**src/hdl/fcsc_defines.svh**
```systemverilog
// Register offsets, field positions, reset values and timing counts
`ifndef FCSC_DEFINES_SVH
`define FCSC_DEFINES_SVH
`define FCSC_OFF_STATUS    12'h000
`define FCSC_OFF_CLKDIV    12'h004
`define FCSC_OFF_ERRSTAT   12'h008
`define FCSC_OFF_IRQMASK   12'h00c
`define FCSC_OFF_CMDCTL    12'h010
`define FCSC_BIT_COMMAND_COMPLETE_FLAG      7
`define FCSC_BIT_ACCESS_ERROR_FLAG    5
`define FCSC_BIT_PVIOL     4
`define FCSC_BIT_BUSY      3
`define FCSC_BIT_DIVLD     7
`define FCSC_BIT_DIVLCK    6
`define FCSC_DIV_MSB       5
`define FCSC_BIT_LCKMODE   0
`define FCSC_ERR_SINGLE    0
`define FCSC_ERR_DOUBLE    1
`define FCSC_IRQ_COMMAND_COMPLETE_FLAG      0
`define FCSC_IRQ_ACCESS_ERROR_FLAG    1
`define FCSC_IRQ_PVIOL     2
`define FCSC_IRQ_ERR       3
`define FCSC_RST_DIV       6'h00
`define FCSC_RST_MASK      4'h0
`define FCSC_TICK_NS       1000
`define FCSC_CLK_NS        40
`define FCSC_TICK_CYC      ((`FCSC_TICK_NS) / (`FCSC_CLK_NS))
`endif

```
**src/hdl/fcsc_pkg.sv**
```systemverilog
// Types shared by the command status and clock divider block
package fcsc_pkg;
  typedef struct packed {
    logic [11:0] addr;
    logic        write;
    logic [31:0] wdata;
    logic        access;
  } fcsc_bus_t;
  typedef struct packed {
    logic       done;
    logic       viol;
    logic [1:0] completion_status_field;
  } fcsc_result_t;
  typedef enum logic [1:0] {FCSC_IDLE, FCSC_RUN, FCSC_DONE} fcsc_state_t;
endpackage : fcsc_pkg

```
**src/hdl/fcsc_core.sv**
```systemverilog
// Command status, error status and clock divider registers on APB
//
// Implementation choices: the register addresses and the APB register port.
`timescale 1ns/1ps
`include "fcsc_defines.svh"
module fcsc_core
  import fcsc_pkg::*;
(
  input  wire logic        pclk,
  input  wire logic        presetn,
  input  wire logic        psel,
  input  wire logic        penable,
  input  wire logic        pwrite,
  input  wire logic [11:0] paddr,
  input  wire logic [31:0] pwdata,
  output logic      [31:0] prdata,
  output logic             pready,
  output logic             pslverr,
  input  wire logic        seq_violation,
  input  wire logic        illegal_cmd,
  input  wire logic        protect_hit,
  input  wire logic        seq_start,
  input  wire logic        cmd_done,
  input  wire logic        cmd_abort,
  input  wire logic [1:0]  completion_status_field_err,
  input  wire logic        reset_seq_err,
  input  wire logic        ecc_single,
  input  wire logic        ecc_double,
  output logic             cmd_launch,
  output logic             seq_allowed,
  output logic             div_tick,
  output logic             irq
);

  fcsc_bus_t    bus;
  fcsc_result_t res;
  fcsc_state_t  state_ff, nxt_state;

  logic       command_complete_flag_ff, nxt_command_complete_flag;
  logic       access_error_flag_ff, nxt_access_error_flag;
  logic       pviol_ff, nxt_pviol;
  logic [1:0] completion_status_field_ff, nxt_completion_status_field;
  logic [5:0] div_ff, nxt_div;
  logic       divld_ff, nxt_divld;
  logic       divlck_ff, nxt_divlck;
  logic [1:0] errstat_ff, nxt_errstat;
  logic [3:0] mask_ff, nxt_mask;
  logic       lckmode_ff, nxt_lckmode;
  logic [3:0] irqstat_ff, nxt_irqstat;
  logic [5:0] pre_ff, nxt_pre;
  logic       tick_ff, nxt_tick;
  logic       launch_ff, nxt_launch;
  logic [31:0] rdata_ff, nxt_rdata;

  // Register map, one 32-bit word each, data in bits 7:0
  //   0x000 status: completion, access error, protection violation,
  //         busy, reserved zero, two completion status bits
  //   0x004 divider: loaded, locked, six-bit value
  //   0x008 error status: double and single fault, write one to clear
  //   0x00c interrupt mask: done, access error, protection, status error
  //   0x010 control: lock override mode in bit 0, interrupt status in 7:4
  // Unmapped offsets answer with an error and read zero.

  function automatic logic hit(input logic [11:0] a, input logic [11:0] off);
    hit = (a == off);
  endfunction : hit

  // Sticky flag update; the set side wins over a same-cycle clear
  function automatic logic sticky(input logic cur, input logic set, input logic clr);
    sticky = set | (cur & ~clr);
  endfunction : sticky

  assign bus = '{addr: paddr, write: pwrite, wdata: pwdata, access: psel & penable};
  assign res = '{done: cmd_done, viol: cmd_abort, completion_status_field: completion_status_field_err};

  wire wr        = bus.access & bus.write;
  wire sel_stat  = hit(bus.addr, `FCSC_OFF_STATUS);
  wire sel_div   = hit(bus.addr, `FCSC_OFF_CLKDIV);
  wire sel_err   = hit(bus.addr, `FCSC_OFF_ERRSTAT);
  wire sel_mask  = hit(bus.addr, `FCSC_OFF_IRQMASK);
  wire sel_ctl   = hit(bus.addr, `FCSC_OFF_CMDCTL);
  wire mapped    = sel_stat | sel_div | sel_err | sel_mask | sel_ctl;
  wire wr_stat   = wr & sel_stat;
  wire wr_div    = wr & sel_div;
  wire wr_err    = wr & sel_err;
  wire wr_mask   = wr & sel_mask;
  wire wr_ctl    = wr & sel_ctl;
  wire w_command_complete_flag    = wr_stat & bus.wdata[`FCSC_BIT_COMMAND_COMPLETE_FLAG];
  wire w_access_error_flag  = wr_stat & bus.wdata[`FCSC_BIT_ACCESS_ERROR_FLAG];
  wire w_pviol   = wr_stat & bus.wdata[`FCSC_BIT_PVIOL];
  wire busy      = (state_ff == FCSC_RUN);
  // Launch refused while either error flag stands
  wire launch_ok = w_command_complete_flag & command_complete_flag_ff & ~access_error_flag_ff & ~pviol_ff;
  wire acc_set   = seq_violation | illegal_cmd;
  wire finish    = busy & (res.done | res.viol);
  wire lock_now  = wr_div & bus.wdata[`FCSC_BIT_DIVLCK] & ~divlck_ff;
  // Read data is taken in the setup cycle, so it stands through access
  wire rd_capture = psel & ~penable & ~pwrite;

  wire [1:0]  err_set  = {ecc_double, ecc_single};
  wire [1:0]  err_clr  = {2{wr_err}} & bus.wdata[1:0];
  wire [3:0]  irq_set  = {reset_seq_err | (finish & |res.completion_status_field), protect_hit, acc_set, finish};
  wire [3:0]  irq_clr  = {4{wr_ctl}} & bus.wdata[7:4];
  wire [1:0]  err_upd;
  wire [3:0]  irq_upd;

  wire [31:0] rd_div   = {24'h000000, divld_ff, divlck_ff, div_ff};
  wire [31:0] rd_err   = {30'h00000000, errstat_ff};
  wire [31:0] rd_mask  = {28'h0000000, mask_ff};
  wire [31:0] rd_ctl   = {24'h000000, irqstat_ff, 3'h0, lckmode_ff};

  genvar gi;
  generate
    // Error status bits: writes can only clear them
    for (gi = 0; gi < 2; gi++) begin : g_err
      assign err_upd[gi] = sticky(errstat_ff[gi], err_set[gi], err_clr[gi]);
    end
    // Interrupt status bits, one per event source
    for (gi = 0; gi < 4; gi++) begin : g_irq
      assign irq_upd[gi] = sticky(irqstat_ff[gi], irq_set[gi], irq_clr[gi]);
    end
  endgenerate

  assign pready      = 1'b1;
  assign pslverr     = bus.access & ~mapped;
  assign prdata      = rdata_ff;
  assign cmd_launch  = launch_ff;
  assign div_tick    = tick_ff;
  assign seq_allowed = command_complete_flag_ff & ~pviol_ff & ~access_error_flag_ff;
  assign irq         = |(irqstat_ff & mask_ff);

  always_comb begin
    nxt_state = state_ff;
    case (state_ff)
      FCSC_IDLE: if (launch_ok) nxt_state = FCSC_RUN;
      FCSC_RUN:  if (finish) nxt_state = FCSC_DONE;
      FCSC_DONE: nxt_state = FCSC_IDLE;
      default:   nxt_state = FCSC_IDLE;
    endcase
  end

  always_comb begin
    nxt_launch = launch_ok;
    nxt_command_complete_flag   = command_complete_flag_ff;
    if (launch_ok) nxt_command_complete_flag = 1'b0;
    if (finish) nxt_command_complete_flag = 1'b1;
    // Set wins over the same-cycle clear
    nxt_access_error_flag = sticky(access_error_flag_ff, acc_set, w_access_error_flag);
    nxt_pviol  = sticky(pviol_ff, protect_hit, w_pviol);
    nxt_completion_status_field = completion_status_field_ff;
    if (launch_ok) nxt_completion_status_field = 2'h0;
    if (finish) nxt_completion_status_field = completion_status_field_ff | res.completion_status_field;
    if (reset_seq_err) nxt_completion_status_field = completion_status_field_ff | res.completion_status_field;
  end

  always_comb begin
    nxt_div     = div_ff;
    nxt_divld   = divld_ff;
    nxt_divlck  = divlck_ff;
    nxt_lckmode = lckmode_ff;
    if (wr_div & ~divlck_ff) begin
      nxt_div   = bus.wdata[`FCSC_DIV_MSB:0];
      nxt_divld = 1'b1;
    end
    if (lock_now) nxt_divlck = 1'b1;
    if (wr_div & divlck_ff & lckmode_ff & ~bus.wdata[`FCSC_BIT_DIVLCK]) nxt_divlck = 1'b0;
    if (wr_ctl) nxt_lckmode = bus.wdata[`FCSC_BIT_LCKMODE];
    nxt_errstat = err_upd;
    nxt_mask    = wr_mask ? bus.wdata[3:0] : mask_ff;
    nxt_irqstat = irq_upd;
  end

  // Prescale of tick period by (divider + 1) bus cycles; 1 MHz with a divider of 24 and a 40 ns clock
  always_comb begin
    nxt_tick = 1'b0;
    nxt_pre  = pre_ff - 6'h01;
    if (pre_ff == 6'h00) begin
      nxt_pre  = div_ff;
      nxt_tick = divld_ff;
    end
  end

  always_comb begin
    nxt_rdata = 32'h0000_0000;
    if (sel_stat) begin
      nxt_rdata[`FCSC_BIT_COMMAND_COMPLETE_FLAG]   = command_complete_flag_ff;
      nxt_rdata[`FCSC_BIT_ACCESS_ERROR_FLAG] = access_error_flag_ff;
      nxt_rdata[`FCSC_BIT_PVIOL]  = pviol_ff;
      nxt_rdata[`FCSC_BIT_BUSY]   = busy;
      nxt_rdata[1:0]              = completion_status_field_ff;
    end else if (sel_div) begin
      nxt_rdata = rd_div;
    end else if (sel_err) begin
      nxt_rdata = rd_err;
    end else if (sel_mask) begin
      nxt_rdata = rd_mask;
    end else if (sel_ctl) begin
      nxt_rdata = rd_ctl;
    end
  end

  // One short process per register keeps each reset value in view
  always_ff @(posedge pclk or negedge presetn) begin
    if (!presetn) begin
      state_ff <= FCSC_IDLE;
    end else begin
      state_ff <= nxt_state;
    end
  end

  // Idle after reset: completion flag reads one
  always_ff @(posedge pclk or negedge presetn) begin
    if (!presetn) begin
      command_complete_flag_ff <= 1'b1;
    end else begin
      command_complete_flag_ff <= nxt_command_complete_flag;
    end
  end

  always_ff @(posedge pclk or negedge presetn) begin
    if (!presetn) begin
      access_error_flag_ff <= 1'b0;
    end else begin
      access_error_flag_ff <= nxt_access_error_flag;
    end
  end

  always_ff @(posedge pclk or negedge presetn) begin
    if (!presetn) begin
      pviol_ff <= 1'b0;
    end else begin
      pviol_ff <= nxt_pviol;
    end
  end

  always_ff @(posedge pclk or negedge presetn) begin
    if (!presetn) begin
      completion_status_field_ff <= 2'h0;
    end else begin
      completion_status_field_ff <= nxt_completion_status_field;
    end
  end

  always_ff @(posedge pclk or negedge presetn) begin
    if (!presetn) begin
      launch_ff <= 1'b0;
    end else begin
      launch_ff <= nxt_launch;
    end
  end

  always_ff @(posedge pclk or negedge presetn) begin
    if (!presetn) begin
      div_ff <= `FCSC_RST_DIV;
    end else begin
      div_ff <= nxt_div;
    end
  end

  always_ff @(posedge pclk or negedge presetn) begin
    if (!presetn) begin
      divld_ff <= 1'b0;
    end else begin
      divld_ff <= nxt_divld;
    end
  end

  // Lock survives everything but reset unless override mode is on
  always_ff @(posedge pclk or negedge presetn) begin
    if (!presetn) begin
      divlck_ff <= 1'b0;
    end else begin
      divlck_ff <= nxt_divlck;
    end
  end

  always_ff @(posedge pclk or negedge presetn) begin
    if (!presetn) begin
      lckmode_ff <= 1'b0;
    end else begin
      lckmode_ff <= nxt_lckmode;
    end
  end

  always_ff @(posedge pclk or negedge presetn) begin
    if (!presetn) begin
      errstat_ff <= 2'h0;
    end else begin
      errstat_ff <= nxt_errstat;
    end
  end

  always_ff @(posedge pclk or negedge presetn) begin
    if (!presetn) begin
      mask_ff <= `FCSC_RST_MASK;
    end else begin
      mask_ff <= nxt_mask;
    end
  end

  always_ff @(posedge pclk or negedge presetn) begin
    if (!presetn) begin
      irqstat_ff <= 4'h0;
    end else begin
      irqstat_ff <= nxt_irqstat;
    end
  end

  always_ff @(posedge pclk or negedge presetn) begin
    if (!presetn) begin
      pre_ff <= 6'h00;
    end else begin
      pre_ff <= nxt_pre;
    end
  end

  // Tick stays quiet until software has loaded a divider
  always_ff @(posedge pclk or negedge presetn) begin
    if (!presetn) begin
      tick_ff <= 1'b0;
    end else begin
      tick_ff <= nxt_tick;
    end
  end

  always_ff @(posedge pclk or negedge presetn) begin
    if (!presetn) begin
      rdata_ff <= 32'h0000_0000;
    end else begin
      rdata_ff <= rd_capture ? nxt_rdata : rdata_ff;
    end
  end

endmodule : fcsc_core

```
**config.mk**
```make
export PLATFORM = sky130hd
export DESIGN_NAME = fcsc_core
export DESIGN_NICKNAME = d
export VERILOG_FILES = /design/src/hdl/fcsc_pkg.sv /design/src/hdl/fcsc_core.sv
export VERILOG_INCLUDE_DIRS = /design/src /design/src/hdl
export SDC_FILE = /design/constraint.sdc
export NUM_CORES = 1
export LEC_CHECK = 0
export BUFFER_PORTS_ARGS = -buffer_cell sky130_fd_sc_hd__buf_4
export CORE_MARGIN = 5
export CORE_UTILIZATION = 45
export CTS_CLUSTER_SIZE = 30
export DETAILED_ROUTE_END_ITERATION = 7
export PLACE_DENSITY_LB_ADDON = 0.08
export SLEW_MARGIN = 20
export SYNTH_ARGS = -nofsm -noshare
export SYNTH_HDL_FRONTEND = slang
export SYNTH_SLANG_ARGS = --single-unit
```
**constraint.sdc**
```tcl
create_clock -name pclk -period 2.2 [get_ports pclk]
set_input_delay 0.22 -clock pclk [delete_from_list [all_inputs] [get_ports pclk]]
set_output_delay 0.22 -clock pclk [all_outputs]
set_load 0.05 [all_outputs]
```
* Word level (Yosys, flattened, before mapping)
Index checks and enable logic that the tools add are counted.
Storage, ports and cells: input port bits 60, bits in registers 66, logic and storage cells 123
Cells by class: add/sub/neg operators 1, bitwise logic cells 68, multiplexer cells 22, eq/ne operators 7, reduce and logical (&&, ||, !) cells 9
Operators by type and width (number):
- $mux W32 | 2
- $and A1 B1 Y1 | 34
- $eq A12 B4 Y1 const B | 2
- $mux W24 | 1
- $mux W8 | 2
- $not A1 Y1 | 15
- $or A1 B1 Y1 | 15
- $eq A12 B3 Y1 const B | 1
- $eq A12 B5 Y1 const B | 1
- $logic_not A12 Y1 | 1
- $mux W2 | 6
- $and A4 B4 Y4 | 2
- $mux W1 | 8
- $logic_not A6 Y1 | 1
- $mux W6 | 1
- $sub A6 B1 Y6 const B | 1
- $pmux W2 S2 | 1
- $reduce_bool A2 Y1 | 2
- $reduce_or A4 Y1 | 1
- $mux W3 | 1
- $reduce_bool A3 Y1 | 1
- $and A2 B2 Y2 | 1
- $eq A2 B1 Y1 const B | 1
- $logic_not A2 Y1 | 1
- other kinds (5) | 5

* Logic depth before layout (Yosys ltp)
Gate-level depths: netlist of the first run.
word-level depth 10, mapped depth 6, depth with buffers taken out 6

* Worst setup path after synthesis of the first run
OpenSTA, ideal clock, no wires.
path type flip-flop to flip-flop, start point reg command_complete_flag_ff, end point reg completion_status_field_ff[0], period minus slack after synthesis 2726 ps, data required time 2082 ps, path buffers 0, cell stages (with the launch flop) 5, setup slack -526 ps, setup time 118 ps, data arrival time 2608 ps, cells stage by stage dfstp_2 nor3b_1 nand4_1 or4_4 a21o_1
Between the ends: cells in the longest elaborated chain, start to end 4
Ends and longest elaborated chain:
- from (decl) | line fcsc_core.sv:39 | logic command_complete_flag_ff, nxt_command_complete_flag;
- from (signal assigned) | line fcsc_core.sv:216 | command_complete_flag_ff <= nxt_command_complete_flag;
- $and A1 B1 Y1 (3 in series) | line fcsc_core.sv:93 | wire launch_ok = w_command_complete_flag & command_complete_flag_ff & ~access_error_flag_ff & ~pviol_ff;
- $reduce_bool A3 Y1 (no line)
- to (signal assigned) | line fcsc_core.sv:240 | completion_status_field_ff <= nxt_completion_status_field;
- to (decl) | line fcsc_core.sv:42 | logic [1:0] completion_status_field_ff, nxt_completion_status_field;
Every way passes these cells. A chain may end at the register's enable or synchronous reset.

* Final worst setup path of the first run
start point in paddr[1], end point out pslverr
Between the ends: cells in the longest elaborated chain, start to end 7, elaborated cells on any way between the ends 11, classes of those cells eq/ne (4); bitwise (6); reduce/logical (1)
Ends and longest elaborated chain:
- from (decl) | line fcsc_core.sv:14 | input wire logic [11:0] paddr,
- $eq A12 B3 Y1 / $logic_not A12 Y1 (equally long branches) | line fcsc_core.sv:65 | hit = (a == off);
- $or A1 B1 Y1 (3 in series) | line fcsc_core.sv:82 | wire mapped = sel_stat | sel_div | sel_err | sel_mask | sel_ctl;
- $or A1 B1 Y1 * | line fcsc_core.sv:82
- $not A1 Y1 * | line fcsc_core.sv:125 | assign pslverr = bus.access & ~mapped;
- $and A1 B1 Y1 * | line fcsc_core.sv:125
- to (decl) | line fcsc_core.sv:18 | output logic pslverr,
Every way passes the cells marked *; elsewhere a longest branch is shown, timed or not.

==> implementation parameters, run 1 <==
Parameter                              Value

Yosys
  Synthesized area    roughly 2300 µm²
  Simple-gate share of the synthesized area    a little over a fifth
  Yosys synthesis warning count    0
  Synthesis-stage register bit count    42
  Largest family of logic cells by synthesized area    simple AND/OR/NAND/NOR gates
  Part of the Yosys area used for sequential elements    46.0%
  Parity-gate share of the synthesized area counting xor and xnor cells    1.53%
  Post-synthesis area per instance    9.99 µm²
  Fraction of the mapped netlist area in compound gates    13.3%
  Count of distinct cell types in the synthesized netlist    47
  Share of synthesized flip-flops with an asynchronous set or reset    100%
  Most used flip-flop cell after synthesis    dfrtp_1
  Number of enable-type register cells in the synthesized netlist    0
  Area share of fa/ha/maj cells after synthesis    around 1.1%
  Mapped Cells    229
  Multiplexer share of the synthesized area    6.34%

Worst hold path
  Class of the tightest hold or removal check    primary input to flop

Setup path
  Arrival time at the worst endpoint    1.57 ns
  Kind of critical path    primary input to output port
  Top cell family by delay on the critical path    simple AND/OR/NAND/NOR gates
  Cell seen most often among critical-path stages    buf_4
  CP max stage cell    or3_1
  Launching element type of the critical path    primary input
  Slack of the worst reg-to-reg path    0.47 ns
  Maximum fanout along the worst path    4
  Buffers plus inverters on the worst setup path    2
  Slowest Stage Delay on Critical Path    about 0.40 ns
  Worst Setup End Kind    output port
  Crit-path cells    buf_4 > or3_1 > nor3b_2 > o21ai_0 > and3_1 > buf_4
  Crit path required time    1.98 ns

Clock tree
  Clock buffers created by TritonCTS    5
  Post-CTS setup buffer count    0
  Number of hold buffers added after cts    1
  Reg clk slew, reported paths    0.07 ns
  Clock Sinks    42
  Source-to-sink clock delay at the later pin of the worst-skew pair    0.29 ns
  Number of instances resized during post-cts repair    0
  Clock tree from TritonCTS    built
  Library cell used as clock root buffer    clkbuf_8
  Max Buffers Root-to-Sink    2
  H-tree Lvls    2

Timing
  Post-Route Hold Slack    ~0.12 ns
  Worst clock skew    between 0.008 and 0.009 ns
  Fmax    559 MHz
  Minimum clock period after layout    1.79 ns
  Setup_tns    0 ns
  Setup Viol. Count Final    0
  Transition time of the tightest slew-check pin    0.526 ns
  Final Hold Viols    0
  Relative slew slack    65.0%
  Share of the cycle needed by the critical path after routing    between 80% and 90%
  Pins over their slew limit    0
  Unrepaired setup endpoints after global routing    no

Cells and area
  Number of inserted diodes    0
  Most common library cell in the layout ignoring fill and taps    buf_4
  Count of nets after finishing    348
  Layout filler cell count    474
  Most frequent cells in the layout    56 x buf_4, 41 x dfrtp_1, 25 x conb_1
  Fraction of layout cells with a size suffix above 1    a little under a third
  Layout area overhead    22.3%
  Total non-filler cell area in the finished layout    ~2800 µm²

Power
  Power density over cell area    approximately 670 nW/µm²
  VDD IR-drop max    323 µV
  Power Total    roughly 1.9 mW
  Reported leakage power    1.29 nW

GRT
  Wire length of the first global-routing pass    9150 µm
  Global routing usage on met3    4.88%
  Global Route Usage Sum    about a fifth
  Overall overflow remaining after global route    0
  Top Usage Layer GRT    met1
  Vias in the first global route    1764
  Met1 Use GR    27.2%
  Grt met2 use    27.0%
  Maximum number of pins on one net before global-route repair    43
  Number of antenna violations at the first check in global routing    0

Placed design
  Sum of net half-perimeters after detailed placement    4360 µm
  Post-DP Area    2680 µm²
  PortBufs    47
  Routability congestion estimate from global placement    0.868

Route
  Total length of routed wires    ~5600 µm
  Final routed DRC violation total    0
  Drt wl/cell    15.7 µm
  Total number of vias    between 1500 and 2000
  Routed Antenna Nets    0
  First-pass iteration count of the detailed router    4
  DR vias/cell    approximately 5.1
  DRC violation total after the first TritonRoute iteration    131

Run status
  Outcome    complete, no violations

Floorplan
  I/O pin count    98
  Initial core utilization    45.7%
  Horizontal die dimension    81.3 µm
  Number of placement rows    26
  Placeable core region    about 5000 µm²
  Die ar.    6610 µm²
  Chip height    81.3 µm

Run
  Count of maximum capacitance violations    0
cells by family after synthesis:
logic type	count (synthesis)
mux	13
flops	42
fa+ha+maj	2
simple gates	82
buf+inv	38
xor+xnor	4
other cells	2
compound gates	46
sequential cells by signal (all words and copies together) (netlist names):
signal and flops:
divld_ff 1, errstat_ff 2, div_tick 1, command_complete_flag_ff 1, completion_status_field_ff 2, div_ff 6, mask_ff 4, state_ff 2
cmd_launch 1, prdata 8, irqstat_ff 4, divlck_ff 1, pre_ff 6, lckmode_ff 1, access_error_flag_ff 1, pviol_ff 1
stage by stage:
step                setup WS, ns  instances  util (%)
global route               0.330        357      55.8
floorplan                 0.0435        252         -
global placement           0.301        348      53.5
CTS                        0.426        357      55.8
detailed placement         0.294        348      53.5
finish                     0.412        357      55.8
where the power goes:
part | internal, mW | switching, mW | total [mW]
clock network | 0.340 | 0.267 | 0.607
registers | 0.832 | 0.0493 | 0.882
logic | 0.145 | 0.252 | 0.396
total | 1.32 | 0.568 | 1.89
Yosys cell counts, drive strengths merged, types with 3 or more instances:
cell type	count	area, µm²
dfrtp	41	1030
a21o	5	37.5
nor4	6	65.1
a31oi	3	18.8
nor2	11	41.3
mux2	12	135
and3	3	18.8
buf	25	188
nand3	12	60.1
or3	3	18.8
inv	8	30.0
clkbuf	5	18.8
nor3b	5	42.5
or4	3	33.8
a21oi	8	40.0
nand2	22	82.6
nor3	4	25.0
o21ai	13	65.1
cell type report:
type | instances | area (µm²) | share of cell area (%)
timing repair buffer | 57 | 430 | 15.4
multi-input combinational | 172 | 1090 | 39.0
tap | 70 | 87.6 | 3.13
sequential | 42 | 1050 | 37.6
clock buffer | 7 | 76.3 | 2.73
inverter | 8 | 30.0 | 1.07
clock inverter | 1 | 30.0 | 1.07
worst register-to-register path, stage by stage, from the launching register on:
cell and delay (ns):
dfstp_2 0.55, nor3b_2 0.21, nand4_1 0.19, or4_4 0.49, a21o_1 0.19
per-layer routing:
| layer | vias up | wire length, µm |
|---|---|---|
| met4 | 0 | 84 |
| met3 | 8 | 435 |
| met2 | 65 | 2410 |
| met5 | - | 0 |
| li1 | 882 | - |
| met1 | 849 | 2680 |
path summary, 6_finish.rpt:
kind | from | cells past startpoint | to
max | paddr[1] | 6 | pslverr
min | illegal_cmd | 2 | access_error_flag_ff
max reg2reg | command_complete_flag_ff | 4 | completion_status_field_ff[0]
min reg2reg | prdata[4] | 2 | prdata[4]
max in group asynchronous | presetn | 2 | command_complete_flag_ff
min in group asynchronous | presetn | 2 | div_ff[2]
No activity file was read; power rests on OpenSTA's default activity.
==> inputs of run 2 (changes only) <==
==> constraint.sdc (replaced) <==
create_clock -name pclk -period 1.8 [get_ports pclk]
set_input_delay 0.18 -clock pclk [delete_from_list [all_inputs] [get_ports pclk]]
set_output_delay 0.18 -clock pclk [all_outputs]
set_load 0.05 [all_outputs]
==> implementation parameters, run 2 (synthesized netlist as in run 1, its figures left out) <==
Parameter                              Value

Run status
  Outcome    complete, no violations

Clock tree
  Reg clk slew, reported paths    0.08 ns
  Clock buffers created by TritonCTS    5
  Clock Sinks    42
  Number of instances resized during post-cts repair    0
  H-tree Lvls    2
  Clock tree from TritonCTS    built
  Max Buffers Root-to-Sink    2
  Source-to-sink clock delay at the later pin of the worst-skew pair    0.29 ns
  Number of hold buffers added after cts    1
  Post-CTS setup buffer count    0
  Library cell used as clock root buffer    clkbuf_8

Setup path
  Launching element type of the critical path    flop
  Maximum fanout along the worst path    4
  Crit path required time    1.99 ns
  Arrival time at the worst endpoint    1.88 ns
  CP max stage cell    dfstp_2
  Slowest Stage Delay on Critical Path    0.56 ns
  First element of the critical path    command_complete_flag_ff
  Critical register-to-register path startpoint    command_complete_flag_ff
  Worst Setup End Kind    flop
  Kind of critical path    flop to flop
  Crit-path cells    nor3b_4 > nand4_1 > or4_4 > a21o_1

Floorplan
  Die ar.    6610 µm²
  Chip height    between 80 and 90 µm
  Placeable core region    5010 µm²
  Initial core utilization    45.7%
  Horizontal die dimension    ~81 µm
  I/O pin count    98
  Number of placement rows    26

Cells and area
  Layout filler cell count    491
  Total non-filler cell area in the finished layout    2820 µm²
  Fraction of layout cells with a size suffix above 1    32.0%
  Count of nets after finishing    352
  Most frequent cells in the layout    60 x buf_4, 41 x dfrtp_1, 25 x conb_1
  Number of inserted diodes    0
  Flip-flop count of the largest register, all copies and words added    8
  Most common library cell in the layout ignoring fill and taps    buf_4
  Layout area overhead    23.3%

Power
  Reported leakage power    approximately 1.3 nW
  Sequential share of power    48.6%
  Relative contribution of the clock network to total power    28.9%
  Combinational cell fraction of total power    22.5%
  Power Total    2.22 mW
  VDD IR-drop max    577 µV
  Design internal power    1.51 mW
  Switching share of total power    32.1%
  Power dissipated by switching net loads    0.714 mW
  Power density over cell area    approximately 790 nW/µm²

Route
  Routed Antenna Nets    0
  DRC violation total after the first TritonRoute iteration    49
  First-pass iteration count of the detailed router    4
  Drt wl/cell    15.8 µm
  Total length of routed wires    5710 µm
  Final routed DRC violation total    0
  Total number of vias    1841
  DR vias/cell    5.10

GRT
  Number of antenna violations at the first check in global routing    0
  Maximum number of pins on one net before global-route repair    43
  Wire length of the first global-routing pass    9280 µm
  Vias in the first global route    1844
  Overall overflow remaining after global route    0
  Global Route Usage Sum    between 10% and 20%

Timing
  Final Hold Viols    0
  Setup Viol. Count Final    0
  Unrepaired setup endpoints after global routing    no
  Pins over their slew limit    0
  Relative slew slack    roughly 64%
  Post-Route Hold Slack    0.0829 ns
  Fmax    592 MHz
  Transition time of the tightest slew-check pin    0.536 ns
  PnR worst setup slack    0.110 ns
  Share of the cycle needed by the critical path after routing    93.9%
  Worst clock skew    0.00521 ns
  Minimum clock period after layout    1.69 ns

Run
  Count of maximum capacitance violations    0

Placed design
  Sum of net half-perimeters after detailed placement    4490 µm
  PortBufs    47
  Routability congestion estimate from global placement    about 0.87
  Post-DP Area    around 2700 µm²
  Placement Setup Slack    -0.0568 ns

Worst hold path
  Worst hold start    illegal_cmd
  Class of the tightest hold or removal check    primary input to flop
-- run 2: layer usage --
layer / wire length [µm] / vias up / share of wire, % / track usage (%)
met3: 356 / 7 / 6.2 / 3.88
met5: 0 / - / 0 / 0
li1: - / 898 / - / -
met2: 2670 / 52 / 47 / 28.5
met4: 87 / 0 / 1.5 / 6.25
met1: 2590 / 884 / 45 / 26.4
-- run 2: layout make-up --
class | instances | area, µm² | area share [%]
repair buffers | 61 | 460 | 16.3
well taps | 70 | 87.6 | 3.10
inverters | 8 | 30.0 | 1.06
multi-input cells | 172 | 1100 | 38.9
flip-flops and latches | 42 | 1050 | 37.3
clock inverters | 2 | 12.5 | 0.443
clock buffers | 6 | 82.6 | 2.93
-- run 2: worst paths after layout --
check / end / slack [ns] / depth (start not counted)
max: completion_status_field_ff[0] / 0.11 / 4
min: access_error_flag_ff / 0.08 / 2
max reg2reg: completion_status_field_ff[0] / 0.11 / 4
min reg2reg: prdata[7] / 0.48 / 2
max in group asynchronous: command_complete_flag_ff / 1.02 / 2
min in group asynchronous: div_ff[0] / 0.41 / 2
-- run 2: power groups by stage --
stage          sequential (mW)  clock (mW)  combinational [mW]
6_report                  1.08       0.642               0.500
3_5_place_dp              1.10           0               0.494
5_1_grt                   1.09       0.714               0.557
2_1_floorplan             1.08           0               0.383
4_1_cts                   1.08       0.668               0.499
3_3_place_gp              1.10           0               0.485
-- run 2: critical path, delay by kind of cell, from the launching register on --
family	cells	cell delay [ns]
flip-flops	1	0.56
AO/OA/AOI/OAI	1	0.20
AND/OR/NAND/NOR	3	0.84
-- run 2: per-stage QoR --
step / utilization (%) / TNS, ns / cells
floorplan: - / -0.379 / 252
CTS: 56.3 / 0 / 361
global route: 56.3 / 0 / 361
finish: 56.3 / 0 / 361
global placement: 54.2 / -0.336 / 352
detailed placement: 54.2 / -0.280 / 352
